### config.mk
export PLATFORM = sky130hd
export DESIGN_NAME = link_retry_sequence_control
export DESIGN_NICKNAME = d
export VERILOG_FILES = /design/src/link_retry_pkg.sv /design/src/link_retry_sequence_control.sv
export SDC_FILE = /design/constraint.sdc
export NUM_CORES = 2
export LEC_CHECK = 0
export BUFFER_PORTS_ARGS = -buffer_cell sky130_fd_sc_hd__buf_2
export CORE_ASPECT_RATIO = 1.4
export CORE_MARGIN = 5
export CORE_UTILIZATION = 45
export DETAILED_ROUTE_END_ITERATION = 8
export HOLD_SLACK_MARGIN = 0.05
export PLACE_DENSITY_LB_ADDON = 0.1
export SLEW_MARGIN = 10
export SYNTH_ARGS = -nofsm -noshare
export SYNTH_HDL_FRONTEND = slang
export SYNTH_SLANG_ARGS = --single-unit
### constraint.sdc
create_clock -name clk -period 6.98 [get_ports clk]
set_clock_uncertainty 0.05 [all_clocks]
set_input_delay 0.698 -clock clk [delete_from_list [all_inputs] [get_ports clk]]
set_output_delay 0.698 -clock clk [all_outputs]
set_load 0.005 [all_outputs]
### src/link_retry_pkg.sv
// Shared types and constants for the link retry sequence control block
`default_nettype none
package link_retry_pkg;
  localparam int SEQ_W      = 7;
  localparam int WORD_W     = 32;
  localparam int CLASS_N    = 3;
  localparam int SEQ_SPAN   = 128;
  localparam int RETRY_CNT_W = 16;

  typedef enum logic [2:0] {
    KIND_DATA_END    = 3'h0,
    KIND_BCAST_END   = 3'h1,
    KIND_IDLE_START  = 3'h2,
    KIND_IDLE_DATA   = 3'h3,
    KIND_FLOW_CREDIT = 3'h4,
    KIND_STALL       = 3'h5,
    KIND_ACK         = 3'h6,
    KIND_NACK        = 3'h7
  } word_kind_t;

  typedef struct packed {
    word_kind_t         kind;
    logic               crcOk;
    logic               pol;
    logic [SEQ_W-1:0]   count;
  } rx_word_t;

  typedef struct packed {
    word_kind_t         kind;
    logic               late;
    logic               pol;
    logic [SEQ_W-1:0]   count;
    logic [WORD_W-1:0]  data;
  } tx_word_t;

  typedef enum logic [2:0] {
    TX_RUN   = 3'b001,
    TX_IDLE  = 3'b010,
    TX_PURGE = 3'b100
  } tx_state_t;

  typedef enum logic [1:0] {
    ERR_VALID = 2'b01,
    ERR_ERROR = 2'b10
  } err_state_t;

  // Retry buffer classes, in resend priority order
  localparam logic [1:0] CLS_BCAST = 2'h0;
  localparam logic [1:0] CLS_FLOW  = 2'h1;
  localparam logic [1:0] CLS_DATA  = 2'h2;

  // Register byte offsets
  localparam logic [11:0] CTRL_OFFSET        = 12'h000;
  localparam logic [11:0] RETRY_COUNT_OFFSET = 12'h004;
  localparam logic [11:0] SEQ_STATUS_OFFSET  = 12'h008;
  localparam logic [11:0] BUF_STATUS_OFFSET  = 12'h00C;
  localparam logic [11:0] SEED_OFFSET        = 12'h010;

  // Field positions and reset values
  localparam int CTRL_TX_ENABLE_BIT = 0;
  localparam int CTRL_IDLE_LEN_LSB  = 4;
  localparam int CTRL_IDLE_LEN_W    = 4;
  localparam int SEQ_RX_POL_BIT     = 7;
  localparam int SEQ_TX_COUNT_LSB   = 8;
  localparam int SEQ_TX_POL_BIT     = 15;
  localparam int SEQ_ERR_STATE_BIT  = 16;
  localparam int BUF_FULL_LSB       = 24;
  localparam logic [31:0] CTRL_RESET = 32'h0000_0041;
  localparam logic [31:0] SEED_RESET = 32'hFFFF_FFFF;
endpackage
`default_nettype wire

### src/link_retry_sequence_control.sv
// Retry layer: sequence checking, retry buffers, resend, stall and idle frames
`timescale 1ns/100ps
`default_nettype none
module link_retry_sequence_control
  import link_retry_pkg::*;
#(
  parameter int          BUF_DEPTH = 16,
  parameter logic [31:0] IDLE_POLY = 32'h8020_0003
) (
  input  wire logic              clk,
  input  wire logic              rst,
  input  wire logic              coldReset,
  input  wire logic              warmReset,
  input  wire logic              remoteFlush,
  input  wire logic              psel,
  input  wire logic              penable,
  input  wire logic              pwrite,
  input  wire logic [11:0]       paddr,
  input  wire logic [31:0]       pwdata,
  output logic [31:0]            prdata,
  output logic                   pready,
  output logic                   pslverr,
  input  wire logic              rxValid,
  input  wire rx_word_t          rxWord,
  input  wire logic              extNackRequest,
  output logic                   rxAccept,
  output logic                   rxSeqError,
  output logic                   ackRequest,
  output logic                   nackRequest,
  output logic [SEQ_W:0]         rxSeqField,
  input  wire logic              txInValid,
  input  wire logic [1:0]        txInClass,
  input  wire logic [WORD_W-1:0] txInData,
  output logic                   txInReady,
  output logic                   txOutValid,
  input  wire logic              txOutReady,
  output tx_word_t               txOutWord
);
  // Depth clamped so all classes together hold fewer than 128 items
  localparam int DEPTH = (CLASS_N * BUF_DEPTH < SEQ_SPAN) ? BUF_DEPTH : (SEQ_SPAN - 1) / CLASS_N;
  localparam int PTR_W = (DEPTH > 1) ? $clog2(DEPTH) : 1;
  localparam int CNT_W = $clog2(DEPTH + 1);

  logic [WORD_W-1:0] bufData [CLASS_N][DEPTH];
  logic [SEQ_W-1:0]  bufSeq  [CLASS_N][DEPTH];
  logic [PTR_W-1:0]  head_r       [CLASS_N];
  logic [PTR_W-1:0]  tail_r       [CLASS_N];
  logic [CNT_W-1:0]  count_r      [CLASS_N];
  logic [CNT_W-1:0]  resendLeft_r [CLASS_N];
  logic [CLASS_N-1:0] full;
  logic [CLASS_N-1:0] pop;
  logic [CLASS_N-1:0] resendPend;
  logic              anyFull;
  logic              allFull;
  logic              anyPop;
  logic              anyResend;
  logic              purgeDone;
  logic              clearAll;

  logic [SEQ_W-1:0]  rxCount_r;
  logic              rxPol_r;
  err_state_t        errState_r;
  logic [SEQ_W-1:0]  txCount_r;
  logic              txPol_r;
  tx_state_t         txState_r;
  logic [SEQ_W-1:0]  ackSeq_r;
  logic              ackValid_r;
  logic              stallSent_r;
  logic [CTRL_IDLE_LEN_W-1:0] idleLeft_r;
  logic [31:0]       lfsr_r;
  logic [31:0]       seed_r;
  logic [RETRY_CNT_W-1:0] retryCount_r;
  logic [31:0]       ctrl_r;
  logic [31:0]       prdata_r;

  logic              txEnable;
  logic [CTRL_IDLE_LEN_W-1:0] idleLen;
  logic              outFree;
  logic              selValid;
  tx_word_t          selWord;
  logic              takeNew;
  logic              takeResend;
  logic              startIdle;
  logic              sendIdleData;
  logic              sendStall;
  logic [1:0]        rCls;
  logic [PTR_W-1:0]  rIdx;
  logic [SEQ_W-1:0]  nextSeq;

  logic              rxChecked;
  logic              rxIsIdle;
  logic              rxPolMatch;
  logic              rxOk;
  logic              rxSeqErr;
  logic              rxIncr;
  logic              rxAckReq;
  logic              rxNackReq;
  logic              rxAckOk;
  logic              rxNackOk;

  function automatic logic [PTR_W-1:0] ptrAdd(input logic [PTR_W-1:0] p,
                                               input logic [CNT_W-1:0] n);
    logic [PTR_W+CNT_W-1:0] s;
    s = {{CNT_W{1'b0}}, p} + {{PTR_W{1'b0}}, n};
    if (s >= (PTR_W+CNT_W)'(DEPTH)) begin
      s = s - (PTR_W+CNT_W)'(DEPTH);
    end
    return s[PTR_W-1:0];
  endfunction

  // Entry is at or before the acknowledged value, measured back from tx counter
  function automatic logic isAcked(input logic [SEQ_W-1:0] e,
                                   input logic [SEQ_W-1:0] a,
                                   input logic [SEQ_W-1:0] t);
    logic [SEQ_W-1:0] de;
    logic [SEQ_W-1:0] da;
    de = t - e;
    da = t - a;
    return de >= da;
  endfunction

  function automatic logic [31:0] prbsNext(input logic [31:0] x);
    logic [31:0] v;
    v = x;
    for (int i = 0; i < 32; i++) begin
      v = v[0] ? ((v >> 1) ^ IDLE_POLY) : (v >> 1);
    end
    return v;
  endfunction

  function automatic word_kind_t classKind(input logic [1:0] c);
    word_kind_t k;
    k = KIND_DATA_END;
    if (c == CLS_BCAST) begin
      k = KIND_BCAST_END;
    end else if (c == CLS_FLOW) begin
      k = KIND_FLOW_CREDIT;
    end
    return k;
  endfunction

  assign clearAll  = rst || coldReset || remoteFlush;
  assign txEnable  = ctrl_r[CTRL_TX_ENABLE_BIT];
  assign idleLen   = ctrl_r[CTRL_IDLE_LEN_LSB +: CTRL_IDLE_LEN_W];
  assign outFree   = !txOutValid || txOutReady;
  assign nextSeq   = txCount_r + 7'h1;

  // Receive sequence check
  assign rxChecked  = rxValid && rxWord.crcOk &&
                      rxWord.kind inside {KIND_DATA_END, KIND_BCAST_END, KIND_IDLE_START,
                                          KIND_FLOW_CREDIT, KIND_STALL};
  assign rxIsIdle   = rxWord.kind == KIND_IDLE_START;
  assign rxPolMatch = rxWord.pol == rxPol_r;
  assign rxOk       = rxPolMatch && (rxIsIdle ? (rxWord.count == rxCount_r)
                                              : (rxWord.count == rxCount_r + 7'h1));
  assign rxSeqErr   = rxChecked && !rxOk;
  assign rxIncr     = rxChecked && rxOk && !rxIsIdle && rxWord.kind != KIND_STALL;
  assign rxAckReq   = rxChecked && rxOk && !rxIsIdle;
  assign rxNackReq  = rxSeqErr || extNackRequest;
  assign rxAckOk    = rxValid && rxWord.crcOk && rxWord.kind == KIND_ACK && rxWord.pol == txPol_r;
  assign rxNackOk   = rxValid && rxWord.crcOk && rxWord.kind == KIND_NACK &&
                      rxWord.pol == txPol_r;

  always_ff @(posedge clk) begin
    if (clearAll) begin
      rxCount_r  <= '0;
      rxPol_r    <= 1'b0;
      errState_r <= ERR_VALID;
    end else begin
      if (rxIncr) begin
        rxCount_r <= rxCount_r + 7'h1;
      end
      if (warmReset) begin
        errState_r <= ERR_VALID;
      end else begin
        unique case (errState_r)
          ERR_VALID: if (rxNackReq) begin
            rxPol_r    <= ~rxPol_r;
            errState_r <= ERR_ERROR;
          end
          ERR_ERROR: begin
            if (rxSeqErr && rxPolMatch) begin
              rxPol_r <= ~rxPol_r;
            end
            if (rxAckReq) begin
              errState_r <= ERR_VALID;
            end
          end
          default: errState_r <= ERR_VALID;
        endcase
      end
    end
  end

  always_ff @(posedge clk) begin
    if (rst) begin
      rxAccept    <= 1'b0;
      rxSeqError  <= 1'b0;
      ackRequest  <= 1'b0;
      nackRequest <= 1'b0;
    end else begin
      rxAccept    <= rxChecked && rxOk;
      rxSeqError  <= rxSeqErr;
      ackRequest  <= rxAckReq;
      nackRequest <= rxNackReq && !rxAckReq;
    end
  end

  assign rxSeqField = {rxPol_r, rxCount_r};

  // Retry buffer status
  always_comb begin
    anyPop    = 1'b0;
    anyResend = 1'b0;
    rCls      = CLS_DATA;
    for (int c = 0; c < CLASS_N; c++) begin
      full[c]       = count_r[c] == CNT_W'(DEPTH);
      resendPend[c] = resendLeft_r[c] != '0;
      pop[c]        = ackValid_r && count_r[c] != '0 &&
                      (txState_r == TX_PURGE || count_r[c] > resendLeft_r[c]) &&
                      isAcked(bufSeq[c][head_r[c]], ackSeq_r, txCount_r);
      anyPop        = anyPop || pop[c];
      anyResend     = anyResend || resendPend[c];
    end
    for (int c = CLASS_N - 1; c >= 0; c--) begin
      if (resendPend[c]) begin
        rCls = 2'(c);
      end
    end
    anyFull = |full;
    allFull = &full;
  end

  assign rIdx      = ptrAdd(head_r[rCls], count_r[rCls] - resendLeft_r[rCls]);
  assign purgeDone = txState_r == TX_PURGE && !anyPop;

  // Transmit selection
  always_comb begin
    selWord      = '0;
    takeResend   = 1'b0;
    startIdle    = 1'b0;
    sendIdleData = 1'b0;
    sendStall    = 1'b0;
    takeNew      = 1'b0;
    selWord.pol  = txPol_r;
    selWord.count = nextSeq;
    if (outFree && txEnable && txState_r == TX_IDLE && !allFull) begin
      sendIdleData = 1'b1;
      selWord.kind = KIND_IDLE_DATA;
      selWord.data = lfsr_r;
    end else if (outFree && txEnable && txState_r != TX_PURGE) begin
      if (allFull) begin
        sendStall    = 1'b1;
        selWord.kind = KIND_STALL;
      end else if (anyResend) begin
        takeResend   = 1'b1;
        selWord.kind = classKind(rCls);
        selWord.late = rCls == CLS_BCAST;
        selWord.data = bufData[rCls][rIdx];
      end else if (anyFull && !stallSent_r) begin
        sendStall    = 1'b1;
        selWord.kind = KIND_STALL;
      end else if (txInValid && !full[txInClass]) begin
        takeNew      = 1'b1;
        selWord.kind = classKind(txInClass);
        selWord.data = txInData;
      end else begin
        startIdle     = 1'b1;
        selWord.kind  = KIND_IDLE_START;
        selWord.count = txCount_r;
      end
    end
    selValid = takeResend || sendIdleData || sendStall || takeNew || startIdle;
  end

  assign txInReady = outFree && txEnable && txState_r == TX_RUN && !allFull && !anyResend &&
                     !(anyFull && !stallSent_r) && !full[txInClass];

  always_ff @(posedge clk) begin
    if (rst) begin
      txOutValid <= 1'b0;
      txOutWord  <= '0;
    end else if (outFree) begin
      txOutValid <= selValid;
      txOutWord  <= selWord;
    end
  end

  // Retry buffer storage
  always_ff @(posedge clk) begin
    for (int c = 0; c < CLASS_N; c++) begin
      if (takeNew && txInClass == 2'(c)) begin
        bufData[c][tail_r[c]] <= txInData;
        bufSeq[c][tail_r[c]]  <= nextSeq;
      end
      if (takeResend && rCls == 2'(c)) begin
        bufSeq[c][rIdx] <= nextSeq;
      end
    end
  end

  always_ff @(posedge clk) begin
    if (clearAll) begin
      for (int c = 0; c < CLASS_N; c++) begin
        head_r[c]       <= '0;
        tail_r[c]       <= '0;
        count_r[c]      <= '0;
        resendLeft_r[c] <= '0;
      end
    end else begin
      for (int c = 0; c < CLASS_N; c++) begin
        if (takeNew && txInClass == 2'(c)) begin
          tail_r[c] <= ptrAdd(tail_r[c], CNT_W'(1));
        end
        if (pop[c]) begin
          head_r[c] <= ptrAdd(head_r[c], CNT_W'(1));
        end
        count_r[c] <= count_r[c] + CNT_W'(takeNew && txInClass == 2'(c)) - CNT_W'(pop[c]);
        if (purgeDone) begin
          resendLeft_r[c] <= count_r[c];
        end else if (takeResend && rCls == 2'(c)) begin
          resendLeft_r[c] <= resendLeft_r[c] - CNT_W'(1);
        end
      end
    end
  end

  // Transmit sequencer, counter and idle generator
  always_ff @(posedge clk) begin
    if (clearAll) begin
      txCount_r    <= '0;
      txPol_r      <= 1'b0;
      txState_r    <= TX_RUN;
      ackSeq_r     <= '0;
      ackValid_r   <= 1'b0;
      stallSent_r  <= 1'b0;
      idleLeft_r   <= '0;
      lfsr_r       <= SEED_RESET;
      seed_r       <= SEED_RESET;
      retryCount_r <= '0;
    end else begin
      if (takeNew || takeResend) begin
        txCount_r <= nextSeq;
      end
      if (sendStall) begin
        stallSent_r <= 1'b1;
      end else if (takeNew || takeResend) begin
        stallSent_r <= 1'b0;
      end
      unique case (txState_r)
        TX_RUN: if (startIdle && idleLen != '0) begin
          lfsr_r     <= seed_r;
          idleLeft_r <= idleLen;
          txState_r  <= TX_IDLE;
        end
        TX_IDLE: if (allFull || warmReset) begin
          txState_r <= TX_RUN;
        end else if (sendIdleData) begin
          lfsr_r     <= prbsNext(lfsr_r);
          idleLeft_r <= idleLeft_r - 4'h1;
          if (idleLeft_r == 4'h1) begin
            seed_r    <= prbsNext(lfsr_r);
            txState_r <= TX_RUN;
          end
        end
        TX_PURGE: if (purgeDone) begin
          txCount_r  <= ackSeq_r;
          txPol_r    <= ~txPol_r;
          ackValid_r <= 1'b0;
          txState_r  <= TX_RUN;
        end
        default: txState_r <= TX_RUN;
      endcase
      if (rxNackOk && txState_r != TX_PURGE) begin
        ackSeq_r     <= rxWord.count;
        ackValid_r   <= 1'b1;
        txState_r    <= TX_PURGE;
        retryCount_r <= retryCount_r + 16'h1;
      end else if (rxAckOk && txState_r != TX_PURGE) begin
        ackSeq_r   <= rxWord.count;
        ackValid_r <= 1'b1;
      end
    end
  end

  // APB slave, zero wait states
  assign pready  = 1'b1;
  assign prdata  = prdata_r;
  assign pslverr = psel && penable &&
                   !(paddr inside {CTRL_OFFSET, RETRY_COUNT_OFFSET, SEQ_STATUS_OFFSET,
                                   BUF_STATUS_OFFSET, SEED_OFFSET});

  always_ff @(posedge clk) begin
    if (rst) begin
      ctrl_r <= CTRL_RESET;
    end else if (psel && penable && pwrite && paddr == CTRL_OFFSET) begin
      ctrl_r <= pwdata & 32'h0000_00F1;
    end
  end

  always_ff @(posedge clk) begin
    if (rst) begin
      prdata_r <= '0;
    end else if (psel && !penable) begin
      prdata_r <= '0;
      unique case (paddr)
        CTRL_OFFSET: prdata_r <= ctrl_r;
        RETRY_COUNT_OFFSET: prdata_r <= {16'h0000, retryCount_r};
        SEQ_STATUS_OFFSET: begin
          prdata_r[SEQ_W-1:0] <= rxCount_r;
          prdata_r[SEQ_RX_POL_BIT] <= rxPol_r;
          prdata_r[SEQ_TX_COUNT_LSB +: SEQ_W] <= txCount_r;
          prdata_r[SEQ_TX_POL_BIT] <= txPol_r;
          prdata_r[SEQ_ERR_STATE_BIT] <= errState_r == ERR_ERROR;
        end
        BUF_STATUS_OFFSET: begin
          prdata_r[7:0] <= 8'(count_r[CLS_BCAST]);
          prdata_r[15:8] <= 8'(count_r[CLS_FLOW]);
          prdata_r[23:16] <= 8'(count_r[CLS_DATA]);
          prdata_r[BUF_FULL_LSB +: CLASS_N] <= full;
        end
        SEED_OFFSET: prdata_r <= seed_r;
        default: prdata_r <= '0;
      endcase
    end
  end
endmodule
`default_nettype wire

==> reports/summary.txt <==
Syn Nets: 6329
Fillers: 16300
Area delta synth->final: 13.3%
Peak supply drop: 580 uV
Setup Fix Bufs, Post-CTS: 0
Share of layout cells above drive strength 1: 0.155
CP Class: flop to flop
Post-placement cell count: 8739
Leak: 0.0332 uW
Hold WC Path Type: input port to flop
Initial drt markers: 5130
Worst slew pin tran: 1140 ps
Fmax: 159 MHz
Die Ht: 533 um
ANT nets after route: 0
Final Instance Count excl. Fillers: 9120
Post-cts resize count: 0
GRT overflow: 0
DR vias/cell: 5.88
Wirelength, routed: 258 mm
CTS tree: built
Clock Power Share: 0.303
Top FF cell, synth: edfxtp_1
# IOs: 194
Drt wl/cell: 28.3 um
Internal power: 23900 uW
Yosys top cell by area: edfxtp_1
Sequential fraction of the synthesis area: 0.703
Max Cap Viol: 0
Final setup fails: 0
Area of the core: 0.194 mm2
CP max FO: 23
Hold Buf Count CTS: 6
Worst R2R Setup Slack: 700 ps
Run status: complete, no violations
Hold Crit Depth: 3
Crit end category: flop
FFs w/ async S/R, synth: 0
Placed Area: 0.0929 mm2
Top cells by area, synth: edfxtp_1 65%, mux4_2 5.4%, dfxtp_1 4.9%
Syn_area_per_cell: 14.4 um2
Synth unique cells: 76
Worst Hold Path EP: ackSeq_r[5]$_SDFFE_PP0P_
Cell Chain, Critical Path: inv_1, ha_1, or4b_4, nand2_1, o211ai_1, o21ai_0, ha_1, inv_1, fa_1, fa_4, nor2b_1, nand2_4, o21ai_0, a31oi_1, a31oi_1, o22ai_1, o211ai_1, a211oi_1
CTS H-Tree Depth: 4
GP Congestion: 0.887
Hold path start: rxWord[5]
Type of origin of the critical path: flop
Sequential share of power: 0.399
DR DRC count: 0
Register clock-pin slew on the reported worst setup and hold paths: 60 ps
Synth Warn #: 0
CP peak stage delay: 1040 ps
Sw Share: 0.335
# nets final: 6572
Seq cells post-synth: 2126
Mapped Cells: 6109
Pins Over Slew Limit: 0
Sw Pwr: 12000 uW
PortBufs: 165
Relative slew margins: 0.241
Starting Density: 0.453
Post-Synthesis Cell Area: 0.0878 mm2
Comb power frac: 0.298
Post-synth EDFFs: 1911
Largest net degree at the start of global routing: 103
Top-area cell type share of the netlist area: 0.654
Crit path max-delay cell type: fa_4
Pre-antenna DRT Iters: 8
RSZ-0062 raised after global routing: no
Setup TNS: 0 ps
Global Route Usage Sum: 0.248
Final worst path period share: 0.900
Final std cell area, no fill: 0.0994 mm2
CTS root buffer: clkbuf_16
Die area: 0.204 mm2
Worst Path Buf+Inv: 2
Sink Count: 2126
Clock Path Buffers: 4
Final min period: 6280 ps
Crit Reg-Reg Endpoint: txOutWord[20]$_SDFFE_PP0N_
Final core occ: 0.513
RR Startpoint: resendLeft_r[1][0]$_SDFFCE_PP0P_
WP data arrival: 6900 ps
Fin. Hold Viols: 0
# rows: 191
Path depth of the worst reg2reg path: 18
Top delay family on crit path: compound AO/OA/AOI/OAI gates
DP HPWL: 161 mm
Vias in the first global route: 52700
Clock latency on the worst-skew pair: 870 ps
CTS Buf Count: 210
Antenna violations before repair: 8
Worst Path Required: 7590 ps
Pwr dens: 361 mW/mm2
Vias: 53600
First-pass GRT wire length: 373 mm
Die span in x: 383 um
-- worst max-delay path by stage --
stage	cells past startpoint	from	end
3_3_place_gp	18	resendLeft_r[1][0]$_SDFFCE_PP0P_	txOutWord[20]$_SDFFE_PP0N_
5_1_grt	19	resendLeft_r[1][0]$_SDFFCE_PP0P_	txOutWord[24]$_SDFFE_PP0N_
3_5_place_dp	18	resendLeft_r[1][0]$_SDFFCE_PP0P_	txOutWord[20]$_SDFFE_PP0N_
2_1_floorplan	26	head_r[0][0]$_SDFFCE_PP0P_	count_r[0][4]$_SDFF_PP0_
4_1_cts	18	resendLeft_r[1][0]$_SDFFCE_PP0P_	txOutWord[20]$_SDFFE_PP0N_
6_report	18	resendLeft_r[1][0]$_SDFFCE_PP0P_	txOutWord[20]$_SDFFE_PP0N_
-- metrics by stage --
step                worst slack [ps]  power (uW)  hold slack, ps
floorplan                        777       20300             395
CTS                              691       36200            55.6
global route                     428       37200            86.0
global placement                 691       25300             391
finish                           697       35900             101
detailed placement               727       25300             395
-- logic make-up after synthesis --
family                   count (synthesis)  share of synthesized area
AND/OR/NAND/NOR                       1703                     0.0823
other                                    1                  0.0000427
flip-flops                            2126                      0.703
XOR/XNOR                               206                     0.0238
adder cells (fa/ha/maj)                118                     0.0176
AO/OA/AOI/OAI                         1112                     0.0810
multiplexers                           361                     0.0715
buffers and inverters                  482                     0.0211
-- layout make-up --
cell class              count  area, um2  share of cell area
clock buffers             281       5720              0.0575
repair buffers            419       3140              0.0316
clock inverters            90        722             0.00726
flip-flops and latches   2126      61700               0.620
inverters                  94        353             0.00355
multi-input cells        3501      24500               0.247
well taps                2605       3260              0.0328
diodes                      4       10.0            0.000101
-- layout by cell type (no fill, tap or decap), types with 32 or more instances in the layout --
master     instances
buf_2            164
clkinv_1          37
ha_1             108
dfxtp_1          215
o221ai_1          35
a32oi_1           32
o21ai_0          288
o21bai_1          56
edfxtp_1        1911
mux2i_1          142
nor2_1           269
clkbuf_16        215
xor2_1            67
nand3_1          262
a221oi_1          54
o211ai_1          72
xnor2_1          109
a21oi_1          139
clkinv_2          32
nand2_1          979
o22ai_1           41
buf_4            218
clkbuf_1          57
mux4_2           212
a31oi_1          237
inv_1             94
and2_2            48
a211oi_1          68
-- cell usage after synthesis, types with 5 or more instances --
cell / count
a31oi_1: 237
xnor2_1: 113
nor3_1: 30
a211oi_1: 68
and2_1: 59
nand2b_1: 14
mux4_2: 212
xnor2_2: 6
dfxtp_1: 215
xor2_1: 71
o221ai_1: 35
or3_1: 16
buf_2: 13
and3_1: 15
edfxtp_1: 1911
a32oi_1: 32
nor2b_1: 12
fa_1: 9
nand2_1: 982
a21o_1: 27
nand4_1: 8
o211ai_1: 72
a21oi_1: 140
a221oi_1: 54
o21bai_1: 56
o21ai_1: 12
clkbuf_1: 333
ha_1: 109
inv_1: 94
nor4_1: 5
xnor3_2: 6
o21a_1: 10
buf_1: 36
o22ai_1: 41
mux2i_1: 142
mux2_2: 7
nand3_1: 262
nor2_1: 271
nor3b_1: 9
o21ai_0: 289
a222oi_1: 13
-- per-layer routing --
layer,up-vias,GRT usage,routed length (um)
met1,27600,0.322,102000
met3,438,0.0373,17100
met4,2,0.0829,9390
li1,23700,-,-
met5,-,0,13
met2,1881,0.430,130000
-- power groups by stage --
stage / combinational, uW / sequential (uW) / clock [uW]
4_1_cts: 10800 / 14300 / 11100
3_5_place_dp: 10800 / 14600 / 0
6_report: 10700 / 14300 / 10900
3_3_place_gp: 10700 / 14600 / 0
5_1_grt: 11300 / 14300 / 11600
2_1_floorplan: 5850 / 14500 / 0
-- registers in the layout (all words and copies together), names as in the netlist, 15 cells and up --
name,count
bufData,1536
bufSeq,336
count_r,15
lfsr_r,32
prdata,32
resendLeft_r,15
retryCount_r,16
seed_r,32
txOutWord,44
-- worst reg2reg max path: cells and delay by family (launching register included) --
kind	cells	cell delay [ps]
fa+ha+maj	4	1990
flops	1	460
compound gates	8	2090
simple gates	4	1390
buf+inv	2	150
(Power assumes the default switching activity.)
